<file path="src/pkg/tmr_consts.svh">
// Register offsets, field positions, reset values and encodings of the capture/compare timer
`ifndef TMR_CONSTS_SVH
`define TMR_CONSTS_SVH

`define ADDR_W            4
`define ADDR_COUNT        4'h0
`define ADDR_CC0          4'h1
`define ADDR_CC1          4'h2
`define ADDR_PRESCALE     4'h3
`define ADDR_MODE         4'h4
`define ADDR_CAPCTL       4'h5

`define CNT_MAX           16'hffff
`define CNT_ZERO          16'h0000

// Mode control fields
`define MODE_SEL_HI       3
`define MODE_SEL_LO       2
`define MODE_TOGGLE_BIT   1
`define MODE_OVF_BIT      0
`define MODE_STOP         2'h0
`define MODE_FREE         2'h1
`define MODE_CLEAR_START  2'h2

// Capture control fields
`define CAP_CC0_CAPTURE   0
`define CAP_REVERSE       1
`define CAP_CC1_CAPTURE   2

// Prescale / edge select fields
`define PS_EDGE2_HI       6
`define PS_EDGE2_LO       5
`define PS_EDGE1_HI       5'h5
`define PS_EDGE1_LO       4
`define PS_CLK_HI         1
`define PS_CLK_LO         0
`define EDGE_FALL         2'h0
`define EDGE_RISE         2'h1
`define EDGE_BOTH         2'h3
`define CLK_SEL_EDGE1     2'h3

`define RESET_BYTE        8'h00
`define RESET_WORD        16'h0000

`endif

</file>
<file path="src/pkg/tmr_pkg.sv">
// Types shared by the capture/compare timer
package tmr_pkg;
    typedef logic [15:0] word_t;
    typedef logic [7:0]  byte_t;
    typedef logic [1:0]  edge_sel_t;
endpackage

</file>
<file path="src/design/edge_detect.sv">
// Edge detector for one timer input pin with selectable polarity
`timescale 1ns/1ns
`default_nettype none
`include "tmr_consts.svh"
module edge_detect
    import tmr_pkg::*;
(
    input  wire logic              clk_i,
    input  wire logic              arst_n_i,
    input  wire logic              pin_i,
    input  wire tmr_pkg::edge_sel_t sel_i,
    output logic                   valid_o,
    output logic                   reverse_o
);
    logic prev;
    logic rise;
    logic fall;

    // Previous level of the pin for edge comparison
    always_ff @(posedge clk_i or negedge arst_n_i) begin
        if (!arst_n_i) begin
            prev <= 1'b0;
        end else begin
            prev <= pin_i;
        end
    end

    assign rise = pin_i & ~prev;
    assign fall = ~pin_i & prev;

    // Valid edge per selection; reverse is the opposite polarity edge, and nothing when both edges are selected
    always_comb begin
        unique case (sel_i)
            `EDGE_FALL: begin
                valid_o   = fall;
                reverse_o = rise;
            end
            `EDGE_RISE: begin
                valid_o   = rise;
                reverse_o = fall;
            end
            `EDGE_BOTH: begin
                valid_o   = rise | fall;
                reverse_o = 1'b0;
            end
            default: begin
                valid_o   = 1'b0; // Prohibited code detects nothing
                reverse_o = 1'b0;
            end
        endcase
    end
endmodule
`default_nettype wire

</file>
<file path="src/design/timer_capture_compare_16bit.sv">
// 16-bit up-counter with two capture/compare registers, timer output and interrupts
//
// Behaviour
// - Mode 01 counts up every count clock, never cleared by compare match.
// - After FFFF the next count sets overflow flag and wraps to 0000.
// - Clear-and-start toggles output on edge clear and on a compare match, unless both registers match at once.
// - Reverse-phase capture loads register zero on opposite first-input edge, no interrupt.
// - With reverse-phase capture, second-input edge still raises interrupt zero, no capture.
// - Register one in capture mode latches count on first-input valid edge.
// - Register zero capture trigger is second-input valid edge, or opposite first-input edge in reverse phase.
// - Compare match raises matching interrupt and does not clear the counter.
// - Second-input edge field: 00 falling, 01 rising, 11 both; 10 prohibited.
// - Free-running, both capturing: output holds unless toggle bit set.
// - Free-running, both comparing: output toggles on each match unless both match together, interrupt raised.
// - Free-running, register one capturing: first-input edge latches and interrupts one.
// - Both capturing, only second-input edges: register one gets no capture.
// - Clear-and-start, register one capturing: edge captures, clears, toggles output.
// - Mode 10 is clear-and-start: first-input edge clears counter, counting resumes.
// - Mode 00 stops counting and initialises the counter.
// - Capture of old count completes before the counter is cleared.
//
// The implementer's own choices: the address map and the plain strobed port.
`timescale 1ns/1ns
`default_nettype none
`include "tmr_consts.svh"
module timer_capture_compare_16bit
    import tmr_pkg::*;
(
    input  wire logic                 clk_i,
    input  wire logic                 arst_n_i,
    input  wire logic [`ADDR_W-1:0]   addr_i,
    input  wire tmr_pkg::word_t       wdata_i,
    input  wire logic                 wr_i,
    input  wire logic                 rd_i,
    output tmr_pkg::word_t            rdata_o,
    input  wire logic                 first_timer_input_i,
    input  wire logic                 second_timer_input_i,
    input  wire logic                 count_tick_i,
    output logic                      timer_output_o,
    output logic                      interrupt_zero_o,
    output logic                      interrupt_one_o
);
    import tmr_pkg::*;

    word_t  timer_count_value;
    word_t  capture_compare_zero;
    word_t  capture_compare_one;
    byte_t  prescale_edge_select;
    byte_t  timer_mode_control;
    byte_t  capture_control;
    logic   overflow_flag;

    logic   first_valid;
    logic   first_reverse;
    logic   second_valid;
    logic   second_unused;
    logic   count_en;
    logic   free_mode;
    logic   clr_mode;
    logic   cc0_cap;
    logic   cc1_cap;
    logic   reverse_sel;
    logic   match0;
    logic   match1;
    logic   cap0_evt;
    logic   cap1_evt;
    logic   next_irq0;
    logic   next_irq1;
    logic   next_toggle;
    logic   clear_evt;
    logic   wr_cc0;
    logic   wr_cc1;

    // Write decode used for several registers
    function automatic logic hit(input logic [`ADDR_W-1:0] a, input logic [`ADDR_W-1:0] ofs);
        hit = (a == ofs);
    endfunction

    edge_detect u_first (
        .clk_i     (clk_i),
        .arst_n_i  (arst_n_i),
        .pin_i     (first_timer_input_i),
        .sel_i     (prescale_edge_select[`PS_EDGE1_HI:`PS_EDGE1_LO]),
        .valid_o   (first_valid),
        .reverse_o (first_reverse)
    );

    // Code 10 detects nothing inside the detector
    edge_detect u_second (
        .clk_i     (clk_i),
        .arst_n_i  (arst_n_i),
        .pin_i     (second_timer_input_i),
        .sel_i     (prescale_edge_select[`PS_EDGE2_HI:`PS_EDGE2_LO]),
        .valid_o   (second_valid),
        .reverse_o (second_unused)
    );

    // Mode decode
    assign free_mode   = timer_mode_control[`MODE_SEL_HI:`MODE_SEL_LO] == `MODE_FREE;
    assign clr_mode    = timer_mode_control[`MODE_SEL_HI:`MODE_SEL_LO] == `MODE_CLEAR_START;
    assign cc0_cap     = capture_control[`CAP_CC0_CAPTURE];
    assign cc1_cap     = capture_control[`CAP_CC1_CAPTURE];
    assign reverse_sel = capture_control[`CAP_REVERSE];
    assign count_en    = (free_mode | clr_mode) & count_tick_i;
    assign wr_cc0      = wr_i & hit(addr_i, `ADDR_CC0);
    assign wr_cc1      = wr_i & hit(addr_i, `ADDR_CC1);

    // Compare matches, sampled on count clocks only
    assign match0 = count_en & ~cc0_cap & (timer_count_value == capture_compare_zero);
    assign match1 = count_en & ~cc1_cap & (timer_count_value == capture_compare_one);

    // Capture triggers; reverse phase only steers register zero
    assign cap0_evt = (free_mode | clr_mode) & cc0_cap &
                      (reverse_sel ? first_reverse : second_valid);
    assign cap1_evt = (free_mode | clr_mode) & cc1_cap & first_valid;
    assign clear_evt = clr_mode & first_valid;

    // Interrupt causes
    always_comb begin
        next_irq0 = match0;
        if (cc0_cap & (free_mode | clr_mode)) begin
            if (reverse_sel) begin
                next_irq0 = second_valid;
            end else begin
                next_irq0 = second_valid;
            end
        end
        next_irq1 = match1 | cap1_evt;
    end

    // Output toggle causes
    always_comb begin
        next_toggle = match0 | match1;
        if (clear_evt) begin
            next_toggle = 1'b1;
        end
        if (free_mode & first_valid & timer_mode_control[`MODE_TOGGLE_BIT]) begin
            next_toggle = 1'b1;
        end
        if (match0 & match1) begin
            next_toggle = 1'b0; // Two matches cancel
        end
    end

    // Counter; capture below reads the old value in the same edge
    always_ff @(posedge clk_i or negedge arst_n_i) begin
        if (!arst_n_i) begin
            timer_count_value <= `RESET_WORD;
        end else if (!(free_mode | clr_mode)) begin
            timer_count_value <= `CNT_ZERO;
        end else if (clear_evt) begin
            timer_count_value <= `CNT_ZERO;
        end else if (count_en) begin
            timer_count_value <= timer_count_value + 16'h0001;
        end
    end

    // Overflow flag; set wins over a clearing write
    always_ff @(posedge clk_i or negedge arst_n_i) begin
        if (!arst_n_i) begin
            overflow_flag <= 1'b0;
        end else if (count_en & ~clear_evt & (timer_count_value == `CNT_MAX)) begin
            overflow_flag <= 1'b1;
        end else if (wr_i & hit(addr_i, `ADDR_MODE) & ~wdata_i[`MODE_OVF_BIT]) begin
            overflow_flag <= 1'b0;
        end
    end

    // Capture/compare register zero; capture beats a software write
    always_ff @(posedge clk_i or negedge arst_n_i) begin
        if (!arst_n_i) begin
            capture_compare_zero <= `RESET_WORD;
        end else if (cap0_evt) begin
            capture_compare_zero <= timer_count_value;
        end else if (wr_cc0) begin
            capture_compare_zero <= wdata_i;
        end
    end

    // Capture/compare register one
    always_ff @(posedge clk_i or negedge arst_n_i) begin
        if (!arst_n_i) begin
            capture_compare_one <= `RESET_WORD;
        end else if (cap1_evt) begin
            capture_compare_one <= timer_count_value;
        end else if (wr_cc1) begin
            capture_compare_one <= wdata_i;
        end
    end

    // Control registers
    always_ff @(posedge clk_i or negedge arst_n_i) begin
        if (!arst_n_i) begin
            prescale_edge_select <= `RESET_BYTE;
            timer_mode_control   <= `RESET_BYTE;
            capture_control      <= `RESET_BYTE;
        end else if (wr_i) begin
            if (hit(addr_i, `ADDR_PRESCALE)) begin
                prescale_edge_select <= wdata_i[7:0];
            end
            if (hit(addr_i, `ADDR_MODE)) begin
                timer_mode_control <= wdata_i[7:0];
            end
            if (hit(addr_i, `ADDR_CAPCTL)) begin
                capture_control <= wdata_i[7:0];
            end
        end
    end

    // Interrupt pulses, one clock per event
    always_ff @(posedge clk_i or negedge arst_n_i) begin
        if (!arst_n_i) begin
            interrupt_zero_o <= 1'b0;
            interrupt_one_o  <= 1'b0;
        end else begin
            interrupt_zero_o <= next_irq0;
            interrupt_one_o  <= next_irq1;
        end
    end

    // Timer output; stopped mode holds the level
    always_ff @(posedge clk_i or negedge arst_n_i) begin
        if (!arst_n_i) begin
            timer_output_o <= 1'b0;
        end else if (next_toggle) begin
            timer_output_o <= ~timer_output_o;
        end
    end

    // Read data, one cycle after the strobe; unmapped reads zero
    always_ff @(posedge clk_i or negedge arst_n_i) begin
        if (!arst_n_i) begin
            rdata_o <= `RESET_WORD;
        end else if (rd_i) begin
            unique case (addr_i)
                `ADDR_COUNT:    rdata_o <= timer_count_value;
                `ADDR_CC0:      rdata_o <= capture_compare_zero;
                `ADDR_CC1:      rdata_o <= capture_compare_one;
                `ADDR_PRESCALE: rdata_o <= {8'h00, prescale_edge_select};
                `ADDR_MODE:     rdata_o <= {8'h00, timer_mode_control[7:1], overflow_flag};
                `ADDR_CAPCTL:   rdata_o <= {8'h00, capture_control};
                default:        rdata_o <= `RESET_WORD;
            endcase
        end else begin
            rdata_o <= `RESET_WORD;
        end
    end
endmodule
`default_nettype wire

</file>
<file path="config.mk">
export PLATFORM = sky130hd
export DESIGN_NAME = timer_capture_compare_16bit
export DESIGN_NICKNAME = d
export VERILOG_FILES = /design/src/pkg/tmr_pkg.sv /design/src/design/edge_detect.sv /design/src/design/timer_capture_compare_16bit.sv
export VERILOG_INCLUDE_DIRS = /design/src /design/src/pkg
export SDC_FILE = /design/constraint.sdc
export NUM_CORES = 1
export LEC_CHECK = 0
export ABC_AREA = 1
export BUFFER_PORTS_ARGS = -buffer_cell sky130_fd_sc_hd__buf_4
export CORE_ASPECT_RATIO = 1.5
export CORE_MARGIN = 2
export CORE_UTILIZATION = 23
export DETAILED_ROUTE_END_ITERATION = 12
export PLACE_DENSITY = 0.35
export SLEW_MARGIN = 20
export SYNTH_ARGS = -nofsm -noshare
export SYNTH_HDL_FRONTEND = slang
export SYNTH_SLANG_ARGS = --single-unit
</file>
<file path="constraint.sdc">
create_clock -name clk_i -period 3.2 [get_ports clk_i]
set_input_delay 0.64 -clock clk_i [delete_from_list [all_inputs] [get_ports clk_i]]
set_output_delay 0.64 -clock clk_i [all_outputs]
set_load 0.02 [all_outputs]
</file>
==> results of run 1 <==
-- final cells by class --
type | instances | area (um2) | area share, %
multi-input cells | 498 | 2530 | 40.0
flip-flops and latches | 93 | 2330 | 36.7
repair buffers | 55 | 425 | 6.72
inverters | 101 | 382 | 6.02
well taps | 280 | 350 | 5.53
clock buffers | 13 | 250 | 3.95
clock inverters | 3 | 68.8 | 1.09
-- synthesized netlist by cell type, drive strengths merged, types with 2 or more instances --
cell	n	area, um2
nand4	4	25.0
o22ai	24	150
xor2	6	52.6
dfrtp	93	2330
a41oi	7	61.3
buf	18	116
a21oi	10	65.1
inv	101	382
o21ai	48	248
nand3	91	480
nor3	9	61.3
ha	7	87.6
nor2	57	251
xnor2	4	35.0
clkbuf	3	11.3
nand2	205	795
o31ai	3	22.5
nand3b	2	15.0
o221ai	17	149
-- state kept, by name, indices dropped and copies added, names as in the netlist, 7 cells and up --
register              cells
timer_mode_control        7
prescale_edge_select      8
timer_count_value        16
capture_compare_zero     16
capture_control           8
rdata_o                  16
capture_compare_one      16
-- cell families after synthesis --
| group | share of synthesized area [%] |
|---|---|
| xor+xnor | 1.63 |
| fa+ha+maj | 1.63 |
| buf+inv | 9.49 |
| simple gates | 30.7 |
| flops | 43.4 |
| compound gates | 13.2 |
-- final timing paths --
| kind | startpoint | endpoint | slack (ns) |
|---|---|---|---|
| hold / removal | arst_n_i | capture_control[7] | 0.24 |
| hold reg to reg | capture_control[6] | capture_control[6] | 0.49 |
| min in group clk_i | first_timer_input_i | u_first.prev | 0.41 |
| max in group asynchronous | arst_n_i | rdata_o[2] | 2.26 |
| setup / recovery | timer_mode_control[2] | capture_compare_zero[3] | 0.84 |
| setup reg to reg | timer_mode_control[2] | capture_compare_zero[3] | 0.84 |
-- routing by layer --
metal	vias to the layer above	share of wire, %	track usage, %
li1	2435	-	-
met1	2364	39	18.9
met2	124	55	31.6
met3	30	3.3	2.16
met4	0	3.2	7.78
met5	-	0	0
-- power by group through the flow --
stage                     clock, mW  combinational [mW]  sequential, mW
after floorplan                   0               0.793            1.60
after global placement            0                1.20            1.65
after detailed placement          0                1.20            1.65
after CTS                      1.26                1.20            1.63
after global routing           1.30                1.34            1.66
final                          1.22                1.19            1.63
-- per-stage QoR --
step / power [mW] / instances
6_report: 4.03 / 1043
4_1_cts: 4.09 / 1043
3_5_place_dp: 2.85 / 1027
5_1_grt: 4.30 / 1043
3_3_place_gp: 2.85 / 1027
2_1_floorplan: 2.39 / 713
==> run metrics, run 1 <==
hold buffer count at cts 0; Max-Cap Viols 0; post-layout minimum cycle time between 2 and 2.5 ns; Slew @ Worst Pin 0.784 ns; worst skew pair latency 0.37 ns; Tcrit/Tclk final between 70 and 80%; Final Hold Viols 0; most common cell after layout, fill and taps aside nand2_1; WP depth 8; Detailed Place HPWL between 15 and 20 mm; die footprint 24600 um2; critical path class reg2reg; antenna viol nets, final 0; status finished clean; Core Rows 68; RSZ-0062 raised after global routing no; Clk network pwr share 30.2%; Max stage delay cell, worst path a21oi_4; WL final roughly 20 mm; proportion of power drawn by combinational gates around 30%; worst clock skew 0.0147 ns; synthesized instance count approximately 710; post-CTS sizing 0; FF+latch count, synth 93; ys async rst share 100%; launching element type of the critical path flop; Tot GR Track Use 17.0%; cell internal pwr 2.54 mW; register share of total power 40.3%; DR vias 4953; IR Drop Worst-Case VDD 287 uV; post-CTS setup buffers 0; CTS clk-pin slew, worst paths 0.08 ns; ys flop type dfrtp_1; synth unique cells 39; WP buf/inv 3; setup violators final 0; Syn-to-layout area delta 18.0%; CP delay by family, top buffers and inverters; syn_area_per_cell 7.53 um2; Die X 129 um; antenna violations before repair 0; Post-synth EDFFs 0; Filler cells between 2000 and 3000; Sw Share 37.1%; Synth Cell Area 5370 um2; # DRC 0; P_sw 1.50 mW; most frequent cells in the layout nand2_1, dfrtp_1, nand3_1; Max Clk Rate around 0.42 GHz; HP Class in2async; Final Wtd Congestion 0.915; Diodes inserted 0; pre-CTS setup slack just over 0.6 ns; vias in the first global route ~5100; CTS sink count 93; Max Slew Vio Count 0; DR iter-0 viols 258; critical path cell sequence inv_1 > ha_1 > inv_1 > nand3_2 > a21oi_4 > inv_4 > nand3_1 > nand3_1; sequential area share after synthesis 43.4%; I/O pins 46; H-tree depth 3; clock buffer count from CTS 9; Critical Path Max Stage Delay 0.55 ns; port bufs 45; routed len/inst 19.3 um; Fin Setup TNS 0 ns; share of layout cells above drive strength 1 14.7%; worst-path maximum fanout 32; Pwr Density 637 nW/um2; leakage power slightly above 3 nW; Vias per Instance 4.75; syn_nets 747; Worst EP required 3.46 ns; Slew headroom 47.6%; hold slack final ~0.24 ns; Final #Nets 792; First-pass DRT Iterations 5; largest net degree at the start of global routing just over 50; Setup WS post-layout between 0.8 and 0.9 ns; CTS Buffer Depth 2; gr ovfl total 0; final instance area 6330 um2; Ys Warns 0; worst path arrival time 2.61 ns; cells on worst reg2reg path 8; Initial Utilization 23.4%; core area between 20000 and 25000 um2; CTS tree built; post-layout util 27.6%; Die Height 191 um; CTS root buf clkbuf_16; first-pass GRT wire length 30.5 mm; endpoint type of the worst setup path flop; Post-DP Area 6020 um2
No activity file was read; power rests on OpenSTA's default activity.
==> inputs of run 2 (changes only) <==
- clock period: 3.2 -> 2.3 ns (I/O delays scaled with it)
==> run 2 against run 1 <==
Global-route usage is essentially flat. Maximum frequency is 22% higher. Sequential share of layout area hardly changed. Power increased by 33%. Register-to-register slack got worse by 0.47 ns. Count of clock-buffer cells in the layout down 3. Wire length decreased by 0.57%. Non-clock buffer count increased by 8. Largest cell class unchanged.
==> run metrics, run 2 (same netlist as run 1, synthesis figures left out) <==
status finished clean; post-CTS sizing 0 (unchanged); gr ovfl total 0 (unchanged); RSZ-0062 raised after global routing no; hold buffer count at cts 0 (unchanged); DR iter-0 viols 347 (+34%); routed len/inst 19.1 um (-1.1%); Worst path most repeated cell nand2_1; post-CTS setup buffers 0 (unchanged); Clk network pwr share 26.2% (-4.0 points); Final #Nets 800 (+1.0%); CP delay by family, top simple AND/OR/NAND/NOR gates; Die X 129 um (unchanged); fin cells 1049 (+0.58%); setup violators final 0 (unchanged); most common cell after layout, fill and taps aside nand2_1; antenna violations before repair 0 (unchanged); CTS sink count 93 (unchanged); WL final 20.0 mm (-0.57%); Max Slew Vio Count 0 (unchanged); Final Total Pwr 5.35 mW (+33%); Critical Path Max Stage Delay 0.38 ns (-0.17 ns); P_sw 2.07 mW (+38%); Core Rows 68 (unchanged); proportion of power drawn by combinational gates 31.5% (+2.1 points); cells on worst reg2reg path 12 (+4); reg2reg end timer_output_o; Final Wtd Congestion 0.875 (-4.4%); placed cells 1035 (+0.78%); Tcrit/Tclk final 83.9% (+10 points); worst path arrival time 2.18 ns (-0.43 ns); Diodes inserted 0 (unchanged); die footprint 24600 um2 (unchanged); Slew @ Worst Pin 0.620 ns (-0.164 ns); vias in the first global route 5091 (+0.67%); clock buffer count from CTS 9 (unchanged); Max Clk Rate 0.518 GHz (+22%); H-tree depth 3 (unchanged); WP buf/inv 1 (-2); Critical Path Source timer_mode_control[2]; Final Hold Viols 0 (unchanged); first-pass GRT wire length 30.7 mm (+0.63%); Die Height 191 um (unchanged); worst skew pair latency 0.36 ns (about the same); Max stage delay cell, worst path dfrtp_1; r2r startpoint timer_mode_control[2]; Sw Share 38.7% (+1.5 points); Pwr Density 844 nW/um2 (+33%); DR vias 4947 (-0.12%); CTS root buf clkbuf_16; I/O pins 46 (unchanged); Vias per Instance 4.72 (-0.69%); endpoint type of the worst setup path flop; Detailed Place HPWL 15.5 mm (+0.43%); critical path cell sequence inv_1 > ha_1 > nor2_1 > nand2_1 > nor2_1 > nand2_1 > nor2_1 > nand2_1 > nor2_1 > nand2_1 > nand3_1 > nand2_1; R2R Setup Slk 0.37 ns (-0.47 ns); antenna viol nets, final 0 (unchanged); core area 23000 um2 (unchanged); critical path endpoint timer_output_o; Worst EP required 2.55 ns (-0.91 ns); # DRC 0 (unchanged); Fin Setup TNS 0 ns (unchanged); Initial Utilization 23.4% (unchanged); IR Drop Worst-Case VDD 366 uV (+28%); Syn-to-layout area delta 18.0% (about the same); worst-path maximum fanout 3 (-91%); CTS Buffer Depth 2 (unchanged); HP Class in2async; CTS clk-pin slew, worst paths 0.07 ns (about the same); Slew headroom 58.5% (+11 points); worst clock skew 0.0112 ns (-0.00355 ns); WP depth 12 (+4); leakage power 3.04 nW (about the same); register share of total power 42.4% (+2.1 points); critical path class reg2reg; launching element type of the critical path flop; cell internal pwr 3.28 mW (+29%); CTS tree built; largest net degree at the start of global routing 39 (-24%); post-layout minimum cycle time 1.93 ns (-0.428 ns); First-pass DRT Iterations 5 (unchanged); port bufs 45 (unchanged); post-layout util 27.6% (about the same); share of layout cells above drive strength 1 15.6% (+0.93 points); Tot GR Track Use 17.0% (+0.046 points); Filler cells 2572 (+1.3%); Max-Cap Viols 0 (unchanged); most frequent cells in the layout nand2_1, dfrtp_1, nand3_1
==> run 2: worst min path at each step <==
stage,endpoint,slack [ns],cells after the start
2_1_floorplan,capture_compare_one[0],0.16,0
3_3_place_gp,prescale_edge_select[7],0.47,2
3_5_place_dp,prescale_edge_select[7],0.47,2
4_1_cts,timer_count_value[5],0.09,1
5_1_grt,timer_count_value[4],0.11,1
6_report,capture_control[7],0.08,1
==> run 2: metrics by stage <==
stage	setup WS (ns)	area, um2	hold slack, ns
6_report	0.370	6330	0.0775
3_3_place_gp	0.324	6080	0.468
4_1_cts	0.383	6330	0.0916
5_1_grt	0.168	6330	0.112
3_5_place_dp	0.341	6080	0.473
2_1_floorplan	0.599	5370	0.164
==> run 2: area by class of cell <==
class,instances,area (um2),share of cell area (%)
clock inverters,4,27.5,0.435
clock buffers,10,229,3.62
inverters,101,382,6.03
well taps,280,350,5.53
multi-input cells,498,2530,40.0
flip-flops and latches,93,2330,36.8
repair buffers,63,485,7.67
==> run 2: layer usage <==
metal	part of all wire, %	vias up	track usage, %
met4	3.9	0	8.19
met5	0	-	0
met3	2.3	37	2.24
met2	55	120	31.8
li1	-	2441	-
met1	39	2349	18.7
==> run 2: worst reg2reg max path, stage by stage (launching register included) <==
cell and delay (ns):
dfrtp_1 0.38, inv_1 0.08, ha_1 0.36, nor2_1 0.19
nand2_1 0.07, nor2_1 0.11, nand2_1 0.07, nor2_1 0.19
nand2_1 0.09, nor2_1 0.10, nand2_1 0.06, nand3_1 0.08
nand2_1 0.05
==> run 2: power groups by stage <==
stage	clock network, mW	registers (mW)	logic (mW)
finish	1.40	2.26	1.68
global route	1.51	2.31	1.92
CTS	1.46	2.26	1.72
detailed placement	0	2.29	1.71
global placement	0	2.29	1.71
floorplan	0	2.22	1.10
==> inputs of run 3 (changes only) <==
- ABC_AREA: 1 -> 0
- PLACE_DENSITY: 0.35 -> 0.36
- clock period: 2.3 -> 1.6 ns (I/O delays scaled with it)
==> run 3 against run 2 <==
The flow now finishes with violations (setup timing). Core utilization increased by 6.5 points. Non-clock buffer count is 88 higher. Flip-flop and latch count stayed put. Critical path type unchanged. Clock skew rose by 0.0013 ns. Count of clock-buffer cells in the layout did not move. Critical endpoint unchanged. Die area shrank 8.2%. Worst hold slack better by 0.013 ns.
==> run metrics, run 3 <==
CTS sink count 93 (unchanged); CTS tree built; post-layout util 34.1% (+6.5 points); pre-CTS setup slack -0.221 ns (-0.562 ns); endpoint type of the worst setup path flop; Core Rows 65 (-4.4%); Max stage delay cell, worst path dfrtp_1; core area 21000 um2 (-8.7%); # DRC 0 (unchanged); Final Total Pwr 8.83 mW (+65%); antenna violations before repair 0 (unchanged); WP depth 7 (-5); first-pass GRT wire length 24.9 mm (-19%); cells on worst reg2reg path 7 (-5); Slew headroom 67.0% (+8.4 points); worst skew pair latency 0.35 ns (about the same); largest family of logic cells by synthesized area multiplexers; Pwr Density 1230 nW/um2 (+46%); WL final 16.7 mm (-17%); most common cell after layout, fill and taps aside buf_4; worst-path maximum fanout 3 (unchanged); post-layout minimum cycle time 1.74 ns (-0.189 ns); Die Height 183 um (-4.2%); Final #Nets 637 (-20%); mux contribution to synthesized area 14.0% (+14 points); Fin Setup TNS -1.89 ns (-1.89 ns); clock buffer count from CTS 9 (unchanged); gr ovfl total 0 (unchanged); Hold Path Origin second_timer_input_i; r2r startpoint timer_count_value[13]; Slew @ Worst Pin 0.496 ns (-0.125 ns); Worst EP required 1.84 ns (-0.71 ns); antenna viol nets, final 0 (unchanged); Diodes inserted 0 (unchanged); Yosys top cell by area dfrtp_1; CP delay by family, top simple AND/OR/NAND/NOR gates; sequential area share after synthesis 47.3% (+4.0 points); most frequent cells in the layout buf_4, dfrtp_1, mux2i_1; Vias per Instance 4.65 (-1.4%); I/O pins 46 (unchanged); die footprint 22600 um2 (-8.2%); Tcrit/Tclk final 109% (+25 points); ranking of synthesized cells by area dfrtp_1, mux2i_1, mux2_2; Final Wtd Congestion 0.790 (-9.7%); setup violators final 39 (+39); largest net degree at the start of global routing 33 (-15%); critical path cell sequence buf_6 > xnor2_2 > nand4_1 > nor4_4 > and3_1 > mux2i_1 > xor2_1; critical path class reg2reg; launching element type of the critical path flop; synthesized instance count 476 (-33%); worst path arrival time 1.98 ns (-0.20 ns); post-synthesis xor/xnor area fraction 8.17% (+6.5 points); syn_nets 510 (-32%); failing checks setup timing; Critical Path Source timer_count_value[13]; Detailed Place HPWL 12.0 mm (-22%); DR vias 4075 (-18%); Filler cells 2173 (-16%); vias in the first global route 4289 (-16%); Hold Crit Depth 1; Compound-Gate Fraction of Synth Area 10.9% (-2.3 points); placed cells 848 (-18%); syn_area_per_cell 10.3 um2 (+37%); fin cells 876 (-16%); Critical Path Max Stage Delay 0.41 ns (+0.03 ns); R2R Setup Slk -0.14 ns (-0.51 ns); CTS clk-pin slew, worst paths 0.07 ns (about the same); Tot GR Track Use 15.1% (-2.0 points); worst clock skew 0.0125 ns (+0.00133 ns); Max-Cap Viols 0 (unchanged); Max Clk Rate 0.574 GHz (+11%); Setup WS post-layout -0.141 ns (-0.511 ns); DR iter-0 viols 181 (-48%); status finished with violations; routed len/inst 19.0 um (-0.16%); Post-synth EDFFs 0 (unchanged); synth unique cells 40 (+2.6%); RSZ-0062 raised after global routing yes; WP buf/inv 1 (unchanged); leakage power 3.35 nW (+10%); First-pass DRT Iterations 5 (unchanged); Synth Cell Area 4920 um2 (-8.4%); CTS root buf clkbuf_16; H-tree depth 3 (unchanged); port bufs 45 (unchanged); count leader, synth dfrtp_1; Ys Warns 0 (unchanged); post-synth top area share 47.3% (+4.0 points); Die X 123 um (-4.2%); ys async rst share 100% (unchanged); FF+latch count, synth 93 (unchanged); Syn-to-layout area delta 45.6%; Post-Synth Adder-Cell Area 1.78% (+0.15 points); IR Drop Worst-Case VDD 562 uV (+53%); Max Slew Vio Count 0 (unchanged); ys flop type dfrtp_1; synth cell count leaders dfrtp_1, nor2_1, a21oi_1; HP Class in2reg; CTS Buffer Depth 2 (unchanged); share of layout cells above drive strength 1 44.1% (+28 points); simple-gate share of the synthesized area 13.1% (-18 points); Initial Utilization 23.4% (+0.063 points); Final Hold Viols 0 (unchanged)
## run 3: cell type report
type                            instances  area (um2)  area share, %
Timing Repair Buffer                  151        1420           19.8
Clock inverter                          6        36.3          0.507
Inverter                                8        30.0          0.420
Sequential cell                        93        2330           32.6
Clock buffer                           10         239           3.34
Multi-Input combinational cell        340        2770           38.7
Tap cell                              268         335           4.69
## run 3: worst reg2reg max path: cells and delay by family, from the launching register on
| family | cells | cell delay, ns |
|---|---|---|
| xor gates and xnor gates | 2 | 0.30 |
| muxes | 1 | 0.09 |
| buffers and inverters | 1 | 0.13 |
| and+or+nand+nor | 3 | 0.69 |
| DFF | 1 | 0.41 |
## run 3: where the power goes
part	total (mW)	internal, mW	switching [mW]
Clock	2.07	1.09	0.977
Combinational	3.20	1.68	1.52
Sequential	3.57	2.95	0.613
## run 3: worst paths after layout
path | endpoint
worst max-delay path | timer_output_o
worst min-delay path | u_second.prev
worst max register to register | timer_output_o
worst min register to register | timer_mode_control[6]
max in group asynchronous | timer_count_value[15]
min in group asynchronous | capture_compare_one[0]
## run 3: kinds of logic (layout without fill, tap and decap cells)
family,Yosys count,after routing
AO/OA/AOI/OAI,90,90
XOR/XNOR,45,45
adder cells (fa/ha/maj),7,7
buffers and inverters,43,175
flip-flops,93,93
multiplexers,66,66
AND/OR/NAND/NOR,132,132
## run 3: what timing repair did
item,in CTS,in global routing
gates cloned,1,3
resized for setup,22,98
buffers inserted,3,5
pin swaps,6,28
hold buffers,1,0
hold endpoints to repair,23,0
setup endpoints to repair,50,52
## run 3: routing by layer
layer / track usage (%) / wire length [um]
met4: 4.91 / 328
met2: 27.7 / 9200
met3: 2.21 / 396
met5: 0 / 0
met1: 17.5 / 6740
## run 3: stage by stage
step / instance area (um2) / hold WS (ns)
floorplan: 4940 / 0.0244
global placement: 6270 / 0.330
detailed placement: 6270 / 0.323
CTS: 6670 / 0.0784
global route: 7160 / 0.0823
finish: 7160 / 0.0908
